**config.mk**
```make
export PLATFORM = sky130hd
export DESIGN_NAME = sqmf_top
export DESIGN_NICKNAME = d
export VERILOG_FILES = /design/src/logic/sqmf_pkg.sv /design/src/logic/sqmf_frame_timer.sv /design/src/logic/sqmf_top.sv
export VERILOG_INCLUDE_DIRS = /design/src /design/src/logic
export SDC_FILE = /design/constraint.sdc
export NUM_CORES = 1
export LEC_CHECK = 0
export ABC_CLOCK_PERIOD_IN_PS = 3150
export BUFFER_PORTS_ARGS = -buffer_cell sky130_fd_sc_hd__buf_2
export CORE_UTILIZATION = 32
export CTS_CLUSTER_DIAMETER = 80
export DETAILED_ROUTE_END_ITERATION = 8
export PLACE_DENSITY_LB_ADDON = 0.05
export SLEW_MARGIN = 20
export SYNTH_ARGS = -nofsm -noshare
export SYNTH_HDL_FRONTEND = slang
export SYNTH_SLANG_ARGS = --single-unit
export TNS_END_PERCENT = 10
```
**constraint.sdc**
```tcl
create_clock -name i_clock -period 3.15 [get_ports i_clock]
set_clock_uncertainty 0.1 [all_clocks]
set_input_delay 0.1575 -clock i_clock [delete_from_list [all_inputs] [get_ports i_clock]]
set_output_delay 0.1575 -clock i_clock [all_outputs]
set_load 0.005 [all_outputs]
```
**src/logic/sqmf_cfg.svh**
```systemverilog
/*
 * constants of the S/Q multiframe channel: register offsets, field positions,
 * reset values and frame timing.
 * assumes a 200 MHz i_clock and a 4 kHz line frame.
 */
//
// Contract
// network side sends 20-frame pattern: aux bit in 1,6,11,16; marker in 1.
// aux-position upstream bits of frames 1,6,11,16 stored as four Q bits.
// any stored Q bit changing sets the Q/S change interrupt status bit.
// four transmit bits go out as S bits of frames 1,6,11,16.
// S bit zero elsewhere; upstream Q position expected zero elsewhere.
// enable bit in control register; cleared means no multiframe on line.
// frame trigger may start each frame; outside party drives it at 4 kHz.
// trigger held low: frames start from internal frame timing.
// multiframe sync input acts on counter only while generation enabled.
// sync sampled at trigger fall or frame start, whichever first.
// sync sampled high forces frame 1 and marker one; held high stays reset.
// sync low again: counter runs 20 frames and wraps by itself.
// sync low for one frame: counter reaches frame 2, marker zero.
// terminal mode drives received marker, muxed with echo bits, on sync pin.
// outside logic should sample the marker at frame sync clock fall.
`ifndef SQMF_CFG_SVH
`define SQMF_CFG_SVH

// ****************************************************************
// timing
// ****************************************************************
`define SQMF_CLOCK_HZ       200000000
`define SQMF_FRAME_RATE_HZ  4000
`define SQMF_FRAME_CYCLES   (`SQMF_CLOCK_HZ / `SQMF_FRAME_RATE_HZ)
`define SQMF_FRAME_CNT_W    17
`define SQMF_MF_FIRST       5'h01
`define SQMF_MF_LAST        5'h14

// ****************************************************************
// register offsets
// ****************************************************************
`define SQMF_OFS_INT_STATUS 8'h00
`define SQMF_OFS_INT_MASK   8'h04
`define SQMF_OFS_CTRL_TWO   8'h08
`define SQMF_OFS_Q_RECEIVE  8'h0C
`define SQMF_OFS_S_TRANSMIT 8'h10

// ****************************************************************
// fields and reset values
// ****************************************************************
`define SQMF_INT_QSC_BIT    0
`define SQMF_CTRL_EN_BIT    0
`define SQMF_CTRL_TERM_BIT  1
`define SQMF_CTRL_EXT_BIT   2
`define SQMF_CTRL_FRM_LSB   8
`define SQMF_CTRL_EN_RESET  1'b1
`define SQMF_MASK_RESET     1'b0

`endif

```
**src/logic/sqmf_pkg.sv**
```systemverilog
/*
 * types of the S/Q multiframe channel.
 * assumes sqmf_cfg.svh for all numeric constants.
 */
package sqmf_pkg;

    // ****************************************************************
    // types
    // ****************************************************************
    typedef struct packed {
        logic fa;
        logic m;
        logic s;
    } sqmf_tx_bits_t;

    typedef struct packed {
        logic       hit;
        logic [1:0] idx;
    } sqmf_slot_t;

    typedef enum logic {
        TRIG_INTERNAL = 1'b0,
        TRIG_EXTERNAL = 1'b1
    } sqmf_trig_src_t;

endpackage

```
**src/logic/sqmf_frame_timer.sv**
```systemverilog
/*
 * line frame timer: frame start pulse from the internal count or the
 * external 4 kHz trigger, and the sync sample pulse.
 * assumes i_trigger synchronous to i_clock.
 */
`include "sqmf_cfg.svh"

module sqmf_frame_timer
    import sqmf_pkg::*;
#(
    parameter int unsigned FRAME_CYCLES = `SQMF_FRAME_CYCLES
) (
    input  wire logic i_clock,
    input  wire logic i_nrst,
    input  wire logic i_trigger,
    output logic      o_frame_start,
    output logic      o_sample,
    output logic      o_ext_mode
);

    localparam logic [`SQMF_FRAME_CNT_W-1:0] LAST = `SQMF_FRAME_CNT_W'(FRAME_CYCLES - 1);
    localparam logic [`SQMF_FRAME_CNT_W-1:0] LOST = `SQMF_FRAME_CNT_W'(2 * FRAME_CYCLES);

    sqmf_trig_src_t                 src_ff;
    logic [`SQMF_FRAME_CNT_W-1:0]   cnt_ff;
    logic                           trig_ff;
    logic                           sampled_ff;
    logic                           rise;
    logic                           fall;
    logic                           lost;

    assign rise = i_trigger & ~trig_ff;
    assign fall = ~i_trigger & trig_ff;
    assign lost = (src_ff == TRIG_EXTERNAL) && (cnt_ff == LOST);

    // ****************************************************************
    // frame start
    // ****************************************************************
    always_comb begin
        unique case (src_ff)
            TRIG_INTERNAL: o_frame_start = rise | (cnt_ff == LAST);
            TRIG_EXTERNAL: o_frame_start = rise;
        endcase
    end

    assign o_sample   = ((src_ff == TRIG_EXTERNAL) & fall) | (o_frame_start & ~sampled_ff);
    assign o_ext_mode = (src_ff == TRIG_EXTERNAL);

    always_ff @(posedge i_clock or negedge i_nrst) begin
        if (!i_nrst) begin
            trig_ff <= 1'b0;
        end else begin
            trig_ff <= i_trigger;
        end
    end

    // trigger absent for two frames: fall back to internal timing
    always_ff @(posedge i_clock or negedge i_nrst) begin
        if (!i_nrst) begin
            src_ff <= TRIG_INTERNAL;
        end else if (rise) begin
            src_ff <= TRIG_EXTERNAL;
        end else if (lost) begin
            src_ff <= TRIG_INTERNAL;
        end
    end

    always_ff @(posedge i_clock or negedge i_nrst) begin
        if (!i_nrst) begin
            cnt_ff <= '0;
        end else if (o_frame_start || lost) begin
            cnt_ff <= '0;
        end else if (cnt_ff != LOST) begin
            cnt_ff <= cnt_ff + `SQMF_FRAME_CNT_W'(1);
        end
    end

    always_ff @(posedge i_clock or negedge i_nrst) begin
        if (!i_nrst) begin
            sampled_ff <= 1'b0;
        end else if (o_frame_start || lost) begin
            sampled_ff <= 1'b0;
        end else if (o_sample) begin
            sampled_ff <= 1'b1;
        end
    end
endmodule // sqmf_frame_timer

```
**src/logic/sqmf_top.sv**
```systemverilog
/*
 * S/Q multiframe channel, network side: multiframe counter, aux/marker/S bit
 * generation, Q bit capture with change interrupt, external frame and
 * multiframe sync, terminal mode marker output, APB register slave.
 * assumes the line transmitter takes o_tx at each o_frame_start and the
 * receiver presents one aux-position bit per frame with i_rx_fa_valid.
 */
`include "sqmf_cfg.svh"

module sqmf_top
    import sqmf_pkg::*;
#(
    parameter int unsigned FRAME_CYCLES = `SQMF_FRAME_CYCLES
) (
    input  wire logic        i_clock,
    input  wire logic        i_nrst,
    input  wire logic        i_psel,
    input  wire logic        i_penable,
    input  wire logic        i_pwrite,
    input  wire logic [7:0]  i_paddr,
    input  wire logic [31:0] i_pwdata,
    output logic      [31:0] o_prdata,
    output logic             o_pready,
    output logic             o_pslverr,
    input  wire logic        i_frame_trigger,
    input  wire logic        i_mfsync_pin,
    output logic             o_mfsync_pin,
    output logic             o_mfsync_oe,
    input  wire logic        i_frame_sync_clock,
    input  wire logic        i_rx_fa_valid,
    input  wire logic        i_rx_fa_bit,
    input  wire logic        i_rx_m_bit,
    input  wire logic        i_rx_echo_bit,
    output sqmf_tx_bits_t    o_tx,
    output logic             o_frame_start,
    output logic             o_irq
);

    // ****************************************************************
    // declarations
    // ****************************************************************
    logic           frame_start;
    logic           sample;
    logic           ext_mode;
    logic           access;
    logic           done;
    logic           wr;
    logic           sync_now;
    logic           nxt_status;
    logic [4:0]     nxt_cnt;
    sqmf_slot_t     rx_slot;
    sqmf_slot_t     tx_slot;

    logic           pready_ff;
    logic           pslverr_ff;
    logic [31:0]    prdata_ff;
    logic           gen_en_ff;
    logic           term_ff;
    logic           mask_ff;
    logic           status_ff;
    logic           irq_ff;
    logic [3:0]     q_bits_ff;
    logic [3:0]     s_bits_ff;
    logic [4:0]     cnt_ff;
    logic           sync_val_ff;
    sqmf_tx_bits_t  tx_ff;
    logic           fstart_ff;
    logic           pin_ff;
    logic           oe_ff;

    function automatic sqmf_slot_t slot_of(input logic [4:0] n);
        sqmf_slot_t r;
        r = '{hit: 1'b1, idx: 2'h0};
        case (n)
            5'h01:   r.idx = 2'h0;
            5'h06:   r.idx = 2'h1;
            5'h0B:   r.idx = 2'h2;
            5'h10:   r.idx = 2'h3;
            default: r.hit = 1'b0;
        endcase
        return r;
    endfunction

    sqmf_frame_timer #(
        .FRAME_CYCLES (FRAME_CYCLES)
    ) u_timer (
        .i_clock       (i_clock),
        .i_nrst        (i_nrst),
        .i_trigger     (i_frame_trigger),
        .o_frame_start (frame_start),
        .o_sample      (sample),
        .o_ext_mode    (ext_mode)
    );

    // ****************************************************************
    // apb slave, one wait state
    // ****************************************************************
    assign access = i_psel & i_penable;
    assign done   = access & pready_ff;
    assign wr     = done & i_pwrite;

    always_ff @(posedge i_clock or negedge i_nrst) begin
        if (!i_nrst) begin
            pready_ff  <= 1'b0;
            pslverr_ff <= 1'b0;
            prdata_ff  <= 32'h0000_0000;
        end else begin
            pready_ff  <= access & ~pready_ff;
            pslverr_ff <= 1'b0;
            prdata_ff  <= 32'h0000_0000;
            if (access && !pready_ff) begin
                case (i_paddr)
                    `SQMF_OFS_INT_STATUS: prdata_ff[`SQMF_INT_QSC_BIT] <= status_ff;
                    `SQMF_OFS_INT_MASK:   prdata_ff[`SQMF_INT_QSC_BIT] <= mask_ff;
                    `SQMF_OFS_CTRL_TWO: begin
                        prdata_ff[`SQMF_CTRL_EN_BIT]   <= gen_en_ff;
                        prdata_ff[`SQMF_CTRL_TERM_BIT] <= term_ff;
                        prdata_ff[`SQMF_CTRL_EXT_BIT]  <= ext_mode;
                        prdata_ff[`SQMF_CTRL_FRM_LSB +: 5] <= cnt_ff;
                    end
                    `SQMF_OFS_Q_RECEIVE:  prdata_ff[3:0] <= q_bits_ff;
                    `SQMF_OFS_S_TRANSMIT: prdata_ff[3:0] <= s_bits_ff;
                    default:              pslverr_ff <= 1'b1;
                endcase
            end
        end
    end

    // ****************************************************************
    // software registers
    // ****************************************************************
    always_ff @(posedge i_clock or negedge i_nrst) begin
        if (!i_nrst) begin
            gen_en_ff <= `SQMF_CTRL_EN_RESET;
            term_ff   <= 1'b0;
        end else if (wr && i_paddr == `SQMF_OFS_CTRL_TWO) begin
            gen_en_ff <= i_pwdata[`SQMF_CTRL_EN_BIT];
            term_ff   <= i_pwdata[`SQMF_CTRL_TERM_BIT];
        end
    end

    always_ff @(posedge i_clock or negedge i_nrst) begin
        if (!i_nrst) begin
            mask_ff <= `SQMF_MASK_RESET;
        end else if (wr && i_paddr == `SQMF_OFS_INT_MASK) begin
            mask_ff <= i_pwdata[`SQMF_INT_QSC_BIT];
        end
    end

    always_ff @(posedge i_clock or negedge i_nrst) begin
        if (!i_nrst) begin
            s_bits_ff <= 4'h0;
        end else if (wr && i_paddr == `SQMF_OFS_S_TRANSMIT) begin
            s_bits_ff <= i_pwdata[3:0];
        end
    end

    // ****************************************************************
    // multiframe counter and sync
    // ****************************************************************
    assign sync_now = sample ? i_mfsync_pin : sync_val_ff;

    always_ff @(posedge i_clock or negedge i_nrst) begin
        if (!i_nrst) begin
            sync_val_ff <= 1'b0;
        end else if (sample) begin
            sync_val_ff <= i_mfsync_pin;
        end
    end

    always_comb begin
        if (!gen_en_ff || term_ff) begin
            nxt_cnt = `SQMF_MF_FIRST;
        end else if (sync_now) begin
            nxt_cnt = `SQMF_MF_FIRST;
        end else if (cnt_ff == `SQMF_MF_LAST) begin
            nxt_cnt = `SQMF_MF_FIRST;
        end else begin
            nxt_cnt = cnt_ff + 5'h01;
        end
    end

    assign tx_slot = slot_of(nxt_cnt);

    always_ff @(posedge i_clock or negedge i_nrst) begin
        if (!i_nrst) begin
            cnt_ff    <= `SQMF_MF_FIRST;
            tx_ff     <= '0;
            fstart_ff <= 1'b0;
        end else begin
            fstart_ff <= frame_start;
            if (frame_start) begin
                cnt_ff   <= nxt_cnt;
                tx_ff.fa <= gen_en_ff & ~term_ff & tx_slot.hit;
                tx_ff.m  <= gen_en_ff & ~term_ff & (nxt_cnt == `SQMF_MF_FIRST);
                tx_ff.s  <= gen_en_ff & ~term_ff & tx_slot.hit & s_bits_ff[tx_slot.idx];
            end
        end
    end

    // ****************************************************************
    // q capture and interrupt
    // ****************************************************************
    assign rx_slot = slot_of(cnt_ff);

    always_ff @(posedge i_clock or negedge i_nrst) begin
        if (!i_nrst) begin
            q_bits_ff <= 4'h0;
        end else if (i_rx_fa_valid && rx_slot.hit && gen_en_ff && !term_ff) begin
            q_bits_ff[rx_slot.idx] <= i_rx_fa_bit;
        end
    end

    always_comb begin
        nxt_status = status_ff;
        if (wr && i_paddr == `SQMF_OFS_INT_STATUS && i_pwdata[`SQMF_INT_QSC_BIT]) begin
            nxt_status = 1'b0;
        end
        if (i_rx_fa_valid && rx_slot.hit && gen_en_ff && !term_ff
            && (q_bits_ff[rx_slot.idx] != i_rx_fa_bit)) begin
            nxt_status = 1'b1;
        end
    end

    always_ff @(posedge i_clock or negedge i_nrst) begin
        if (!i_nrst) begin
            status_ff <= 1'b0;
            irq_ff    <= 1'b0;
        end else begin
            status_ff <= nxt_status;
            irq_ff    <= nxt_status & mask_ff;
        end
    end

    // ****************************************************************
    // terminal mode marker output
    // ****************************************************************
    always_ff @(posedge i_clock or negedge i_nrst) begin
        if (!i_nrst) begin
            pin_ff <= 1'b0;
            oe_ff  <= 1'b0;
        end else begin
            oe_ff  <= term_ff;
            pin_ff <= term_ff & (i_frame_sync_clock ? i_rx_m_bit : i_rx_echo_bit);
        end
    end

    assign o_prdata      = prdata_ff;
    assign o_pready      = pready_ff;
    assign o_pslverr     = pslverr_ff;
    assign o_tx          = tx_ff;
    assign o_frame_start = fstart_ff;
    assign o_irq         = irq_ff;
    assign o_mfsync_pin  = pin_ff;
    assign o_mfsync_oe   = oe_ff;
endmodule // sqmf_top

```
==> impl_metrics.ini, run 1 <==
[synth]
seq_area_frac_synth = 0.4546
synthSimpleGateAreaFrac = 0.2285
ys_warn_count = 0
synthAdderAreaFrac = 0.02431
muxShareOfSynthArea = 0.05754
ys_types = 59
synth_xor_area_frac = 0.05389
netlist_area_mm2 = 0.003088
synth-seq-cells = 56
async_flop_share = 1.000
synth_compound_area_frac = 0.08995
synth_enable_flop_cells = 0
syn_inst = 315
synth_top_family_by_area = simple AND/OR/NAND/NOR gates
synth-main-ff-cell = dfrtp_1
syn_avg_cell_area_um2 = 9.803

[place]
dp_slack_ns = 0.4498
gp_congestion = 0.7816
dpl.cell_count = 483
io_buffers = 41
dpl_cell_area_mm2 = 0.003372
hpwl_um = 5001

[sta]
worst_pin_slew_ns = 0.6328
hold_viol = 0
max_freq_ghz = 0.3664
finalCritPeriodShare = 0.8665
slew_headroom = 0.5772
finalSetupTns_ns = 0
fin_crit_ns = 2.730
holdWs_ns = 0.009588
rsz0062_at_grt = false
fin_ws_ns = 0.4205
finalMaxSlewViolations = 0
finalSetupViolCount = 0

[clock_tree]
path_clk_slew_ns = 0.10
post_cts_buffers = 0
cts_buffers = 5
clkLatencyLatePin_ns = 0.31
htree_levels = 2
cts_tree = built
cts_root_buffer = clkbuf_8
cts_max_path_buffers = 2
cts_resized = 0
cts_sinks = 56

[final_layout]
finish.instance_area_mm2 = 0.003553
areaGrowthSynthToFinish_pct = 15.07
diodes = 0
final_cell_mix = 54 x dfrtp_1, 41 x buf_2, 37 x nor2_1
layout.nets = 425
layout_commonest_cell = dfrtp_1
drive_gt1_frac = 0.2228
final_core_util = 0.3827
final_cells = 497

[critical_path]
crit_arrival_ns = 2.84
required_ns = 3.26
cp-end-kind = flip-flop
reg2reg_depth = 8
crit_slowest_cell = dfstp_2
crit_type = flip-flop to flip-flop
path_buf_inv = 0
cp-start-kind = flip-flop
critPathMaxFanout = 10
worst_path_largest_cell_delay_ns = 0.64
path_cells = ha_1, nand3_1, xnor2_1, and4_2, a32oi_1, nor4b_1, a211o_1, a22o_1
cp_top_family = flip-flops
path_depth = 8

[pwr]
clkPwrFrac = 0.357
switching_power_uw = 355.6
cellPowerDensity_mw_per_mm2 = 399.6
p_seq_frac = 0.546
p_int_mw = 1.065
power.total_mw = 1.420
swShare = 0.2504
p_comb_frac = 0.097
p_leak_nw = 1.710
peakVddDrop_mv = 0.1685

[die]
core-area_mm2 = 0.009284
dieArea_mm2 = 0.01005
die_y_um = 100.2
die-width_um = 100.2
row_count = 35
start_util = 0.3326
io_pins = 93

[routing]
wl_um = 6788
first_iter_violations = 72
vias_per_cell = 4.620
drt_pass1_iterations = 4
wire_per_inst_um = 13.66
post-route-drc-count = 0
ant_nets = 0
num_vias = 2296

[run]
cap_violations = 0

[global_routing]
overflow = 0
first_global_vias = 2275
grt_first_pass_wirelength_um = 11210
antenna_found_initial = 0
grt_start_max_net_pins = 38
gr-usage-all-layers = 0.1439

[worst_hold_path]
min_path_cells = 3
min_path_type = input port to flip-flop

[run_status]
status = complete, no violations
kinds of logic (layout without fill, tap and decap cells):
logic type | count (synthesis) | count (layout)
adders and majority gates | 6 | 6
other | 1 | 23
AOI/OAI and AO/OA | 40 | 40
muxes | 16 | 16
and+or+nand+nor | 129 | 129
buffers and inverters | 48 | 79
xor gates and xnor gates | 19 | 19
DFF | 56 | 56
worst paths after layout:
path	start	end	slack, ns
max	cnt_ff[0]	o_tx[0]	0.42
min	i_rx_m_bit	o_mfsync_pin	0.01
max reg2reg	cnt_ff[0]	o_tx[0]	0.42
min reg2reg	o_tx[2]	o_tx[2]	0.39
max in group asynchronous	i_nrst	gen_en_ff	1.86
min in group asynchronous	i_nrst	u_timer.cnt_ff[7]	0.21
final cells by class:
type | count | area (um2)
Fill cell | 988 | 5731
Inverter | 18 | 67.56
Sequential cell | 56 | 1404
Timing Repair Buffer | 53 | 310.3
Clock inverter | 2 | 38.79
Clock buffer | 6 | 82.58
Tap cell | 129 | 161.4
Multi-Input combinational cell | 233 | 1489
routing by layer:
layer / share of wire / GRT usage / routed length [um] / vias up
li1: - / - / - / 1146
met1: 0.47 / 0.1874 / 3211 / 1111
met2: 0.49 / 0.2476 / 3344 / 32
met3: 0.024 / 0.02437 / 161 / 7
met4: 0.010 / 0.03679 / 71 / 0
met5: 0 / 0 / 0 / -
power by group through the flow:
stage | Clock, mW | Combinational (mW) | Sequential, mW
2_1_floorplan | 0 | 0.103 | 0.782
3_3_place_gp | 0 | 0.133 | 0.789
3_5_place_dp | 0 | 0.134 | 0.790
4_1_cts | 0.535 | 0.141 | 0.776
5_1_grt | 0.562 | 0.161 | 0.782
6_report | 0.507 | 0.138 | 0.775
Yosys cell counts (3+ instances only):
master | n | area (um2)
nor2b_1 | 5 | 31.28
a22oi_1 | 3 | 22.52
inv_1 | 18 | 67.56
nand3b_1 | 3 | 22.52
nor2_1 | 37 | 138.9
ha_1 | 6 | 75.07
and2_1 | 6 | 37.54
xnor2_1 | 10 | 87.58
nor4b_1 | 3 | 26.28
a21oi_1 | 8 | 40.04
nand2_1 | 23 | 86.33
mux2_2 | 14 | 157.7
buf_4 | 23 | 172.7
o21ai_0 | 7 | 35.03
dfrtp_1 | 54 | 1351
and4_1 | 3 | 26.28
clkbuf_1 | 5 | 18.77
nor3_1 | 9 | 45.04
a21o_1 | 3 | 22.52
nand3_1 | 13 | 65.06
nand4b_1 | 3 | 26.28
xor2_1 | 9 | 78.83
nand4_1 | 3 | 18.77
nor3b_1 | 4 | 30.03
worst reg2reg max path: stages, from the launching register on:
cell and delay, ns:
dfstp_2 0.64, ha_1 0.34, nand3_1 0.13, xnor2_1 0.37
and4_2 0.32, a32oi_1 0.08, nor4b_1 0.17, a211o_1 0.29
a22o_1 0.19
state kept, by name, summed over array words and instances (netlist names), 3 cells and up:
register and flops:
o_prdata 9, u_timer.cnt_ff 17, s_bits_ff 4, q_bits_ff 4, cnt_ff 5, o_tx 3
repair_timing:
action / in CTS / in global routing
endpoints found under the setup margin: 0 / 0
hold buffers: 6 / 0
hold endpoints to repair: 25 / 0
(Power assumes the default switching activity.)
==> inputs of run 2 (changes only) <==
- ABC_CLOCK_PERIOD_IN_PS: 3150 -> 2500
- clock period: 3.15 -> 2.5 ns (I/O delays scaled with it)
==> impl_metrics.ini, run 2 (synthesis results as in run 1) <==
[run_status]
status = complete, no violations

[pwr]
p_leak_nw = 1.813
p_seq_frac = 0.572
p_int_mw = 1.254
swShare = 0.2649
switching_power_uw = 452.1
clkPwrFrac = 0.315
power.total_mw = 1.706
cellPowerDensity_mw_per_mm2 = 461.7
p_comb_frac = 0.113
peakVddDrop_mv = 0.2520

[place]
gp_congestion = 0.7686
hpwl_um = 5161
dpl_cell_area_mm2 = 0.003507
io_buffers = 41
dp_slack_ns = 0.07626

[worst_hold_path]
min_path_type = input port to flip-flop

[global_routing]
first_global_vias = 2286
grt_first_pass_wirelength_um = 11350
antenna_found_initial = 0
overflow = 0
gr-usage-all-layers = 0.1436
grt_start_max_net_pins = 36

[die]
row_count = 35
die_y_um = 100.2
io_pins = 93
die-width_um = 100.2
dieArea_mm2 = 0.01005
start_util = 0.3326
core-area_mm2 = 0.009284

[critical_path]
cp-start-kind = flip-flop
critPathMaxFanout = 4
cp-endpoint = o_tx[0]
r2r_start = u_timer.cnt_ff[11]
ff2ff_setup_slack_ns = 0.11
worstSetupStartpoint = u_timer.cnt_ff[11]
crit_slowest_cell = or4b_4
crit_arrival_ns = 2.51
crit_type = flip-flop to flip-flop
worst_path_largest_cell_delay_ns = 0.58
path_cells = or4b_4, nor4_4, a21oi_2, and3_4, o31a_1, a211o_1, a22o_1
required_ns = 2.62
r2r-end = o_tx[0]
cp-end-kind = flip-flop
reg2reg_depth = 7

[final_layout]
largest_register_ffs = 17
layout_commonest_cell = dfrtp_1
areaGrowthSynthToFinish_pct = 19.69
fillCellCount = 945
final_cell_mix = 54 x dfrtp_1, 41 x buf_2, 37 x nor2_1
regMostFlops = u_timer.cnt_ff
finish.instance_area_mm2 = 0.003696
diodes = 0
layout.nets = 444
drive_gt1_frac = 0.2661

[routing]
num_vias = 2350
wire_per_inst_um = 13.36
wl_um = 6895
ant_nets = 0
vias_per_cell = 4.554
post-route-drc-count = 0
drt_pass1_iterations = 4
first_iter_violations = 120

[clock_tree]
htree_levels = 2
path_clk_slew_ns = 0.11
cts_buffers = 5
cts_tree = built
clkLatencyLatePin_ns = 0.32
cts_max_path_buffers = 2
cts_sinks = 56
post_cts_buffers = 0
cts_root_buffer = clkbuf_8

[sta]
max_freq_ghz = 0.4189
fin_ws_ns = 0.1128
finalSetupViolCount = 0
fin_crit_ns = 2.387
finalCritPeriodShare = 0.9549
finalMaxSlewViolations = 0
hold_viol = 0
finalSetupTns_ns = 0
rsz0062_at_grt = false

[run]
cap_violations = 0
[run 2: changes by cell type in the layout (fill, tap and decap cells not counted)]
cell           change
xnor2_2            +1
nor3_1             -1
ha_2               +1
clkinv_4           -1
dlygate4sd3_1      +2
buf_4             +17
inv_6              +1
xnor2_1            -1
clkinv_2           +1
bufinv_16          -1
nor3_2             +1
o31ai_2            +1
ha_1               -1
o31ai_1            -1
[run 2: cell type report]
cell class | count | area, um2 | share of cell area
multi-input combinational | 233 | 1509 | 0.4083
sequential | 56 | 1404 | 0.3798
timing repair buffer | 72 | 457.9 | 0.1239
clock inverter | 2 | 13.76 | 0.003724
clock buffer | 6 | 82.58 | 0.02234
inverter | 18 | 67.56 | 0.01828
tap | 129 | 161.4 | 0.04367
[run 2: power groups by stage]
stage / Sequential, mW / Combinational (mW) / Clock (mW)
floorplan: 0.986 / 0.130 / 0
global placement: 0.994 / 0.183 / 0
detailed placement: 0.993 / 0.185 / 0
CTS: 0.976 / 0.196 / 0.569
global route: 0.983 / 0.221 / 0.602
finish: 0.976 / 0.192 / 0.538
[run 2: per-layer routing]
layer	wire [um]	GRT usage	up-vias	share of wire
met5	0	0	-	0
met4	68	0.03679	0	0.0099
met3	176	0.02298	7	0.026
met2	3300	0.2360	39	0.48
met1	3349	0.1968	1124	0.49
li1	-	-	1180	-
[run 2: through the flow]
stage            util  instances  hold slack, ns
6_report       0.3981        516         0.02216
5_1_grt        0.3981        516         0.02234
4_1_cts        0.3968        516         0.01198
3_5_place_dp   0.3778        500         0.03063
3_3_place_gp   0.3778        500         0.03229
2_1_floorplan       -        337         -0.2706
[run 2: worst min-delay path by stage]
stage | startpoint | endpoint | slack [ns] | depth (start not counted)
floorplan | i_nrst | cnt_ff[1] | -0.27 | 0
global placement | i_nrst | u_timer.cnt_ff[5] | 0.03 | 2
detailed placement | i_nrst | u_timer.cnt_ff[5] | 0.03 | 2
CTS | i_rx_fa_bit | q_bits_ff[0] | 0.01 | 2
global route | i_rx_fa_bit | q_bits_ff[0] | 0.02 | 2
finish | i_rx_fa_bit | q_bits_ff[0] | 0.02 | 2
[run 2: repair_timing]
action / CTS / global route
hold endpoints to repair: 64 / 0
hold buffers: 8 / 0
gates resized for setup: 0 / 3
endpoints found under the setup margin: 0 / 2
[run 2: worst max-delay path: cells and delay by family (launching register included)]
kind | cells | cell delay [ns]
flops | 1 | 0.40
compound gates | 4 | 0.80
simple gates | 3 | 0.99
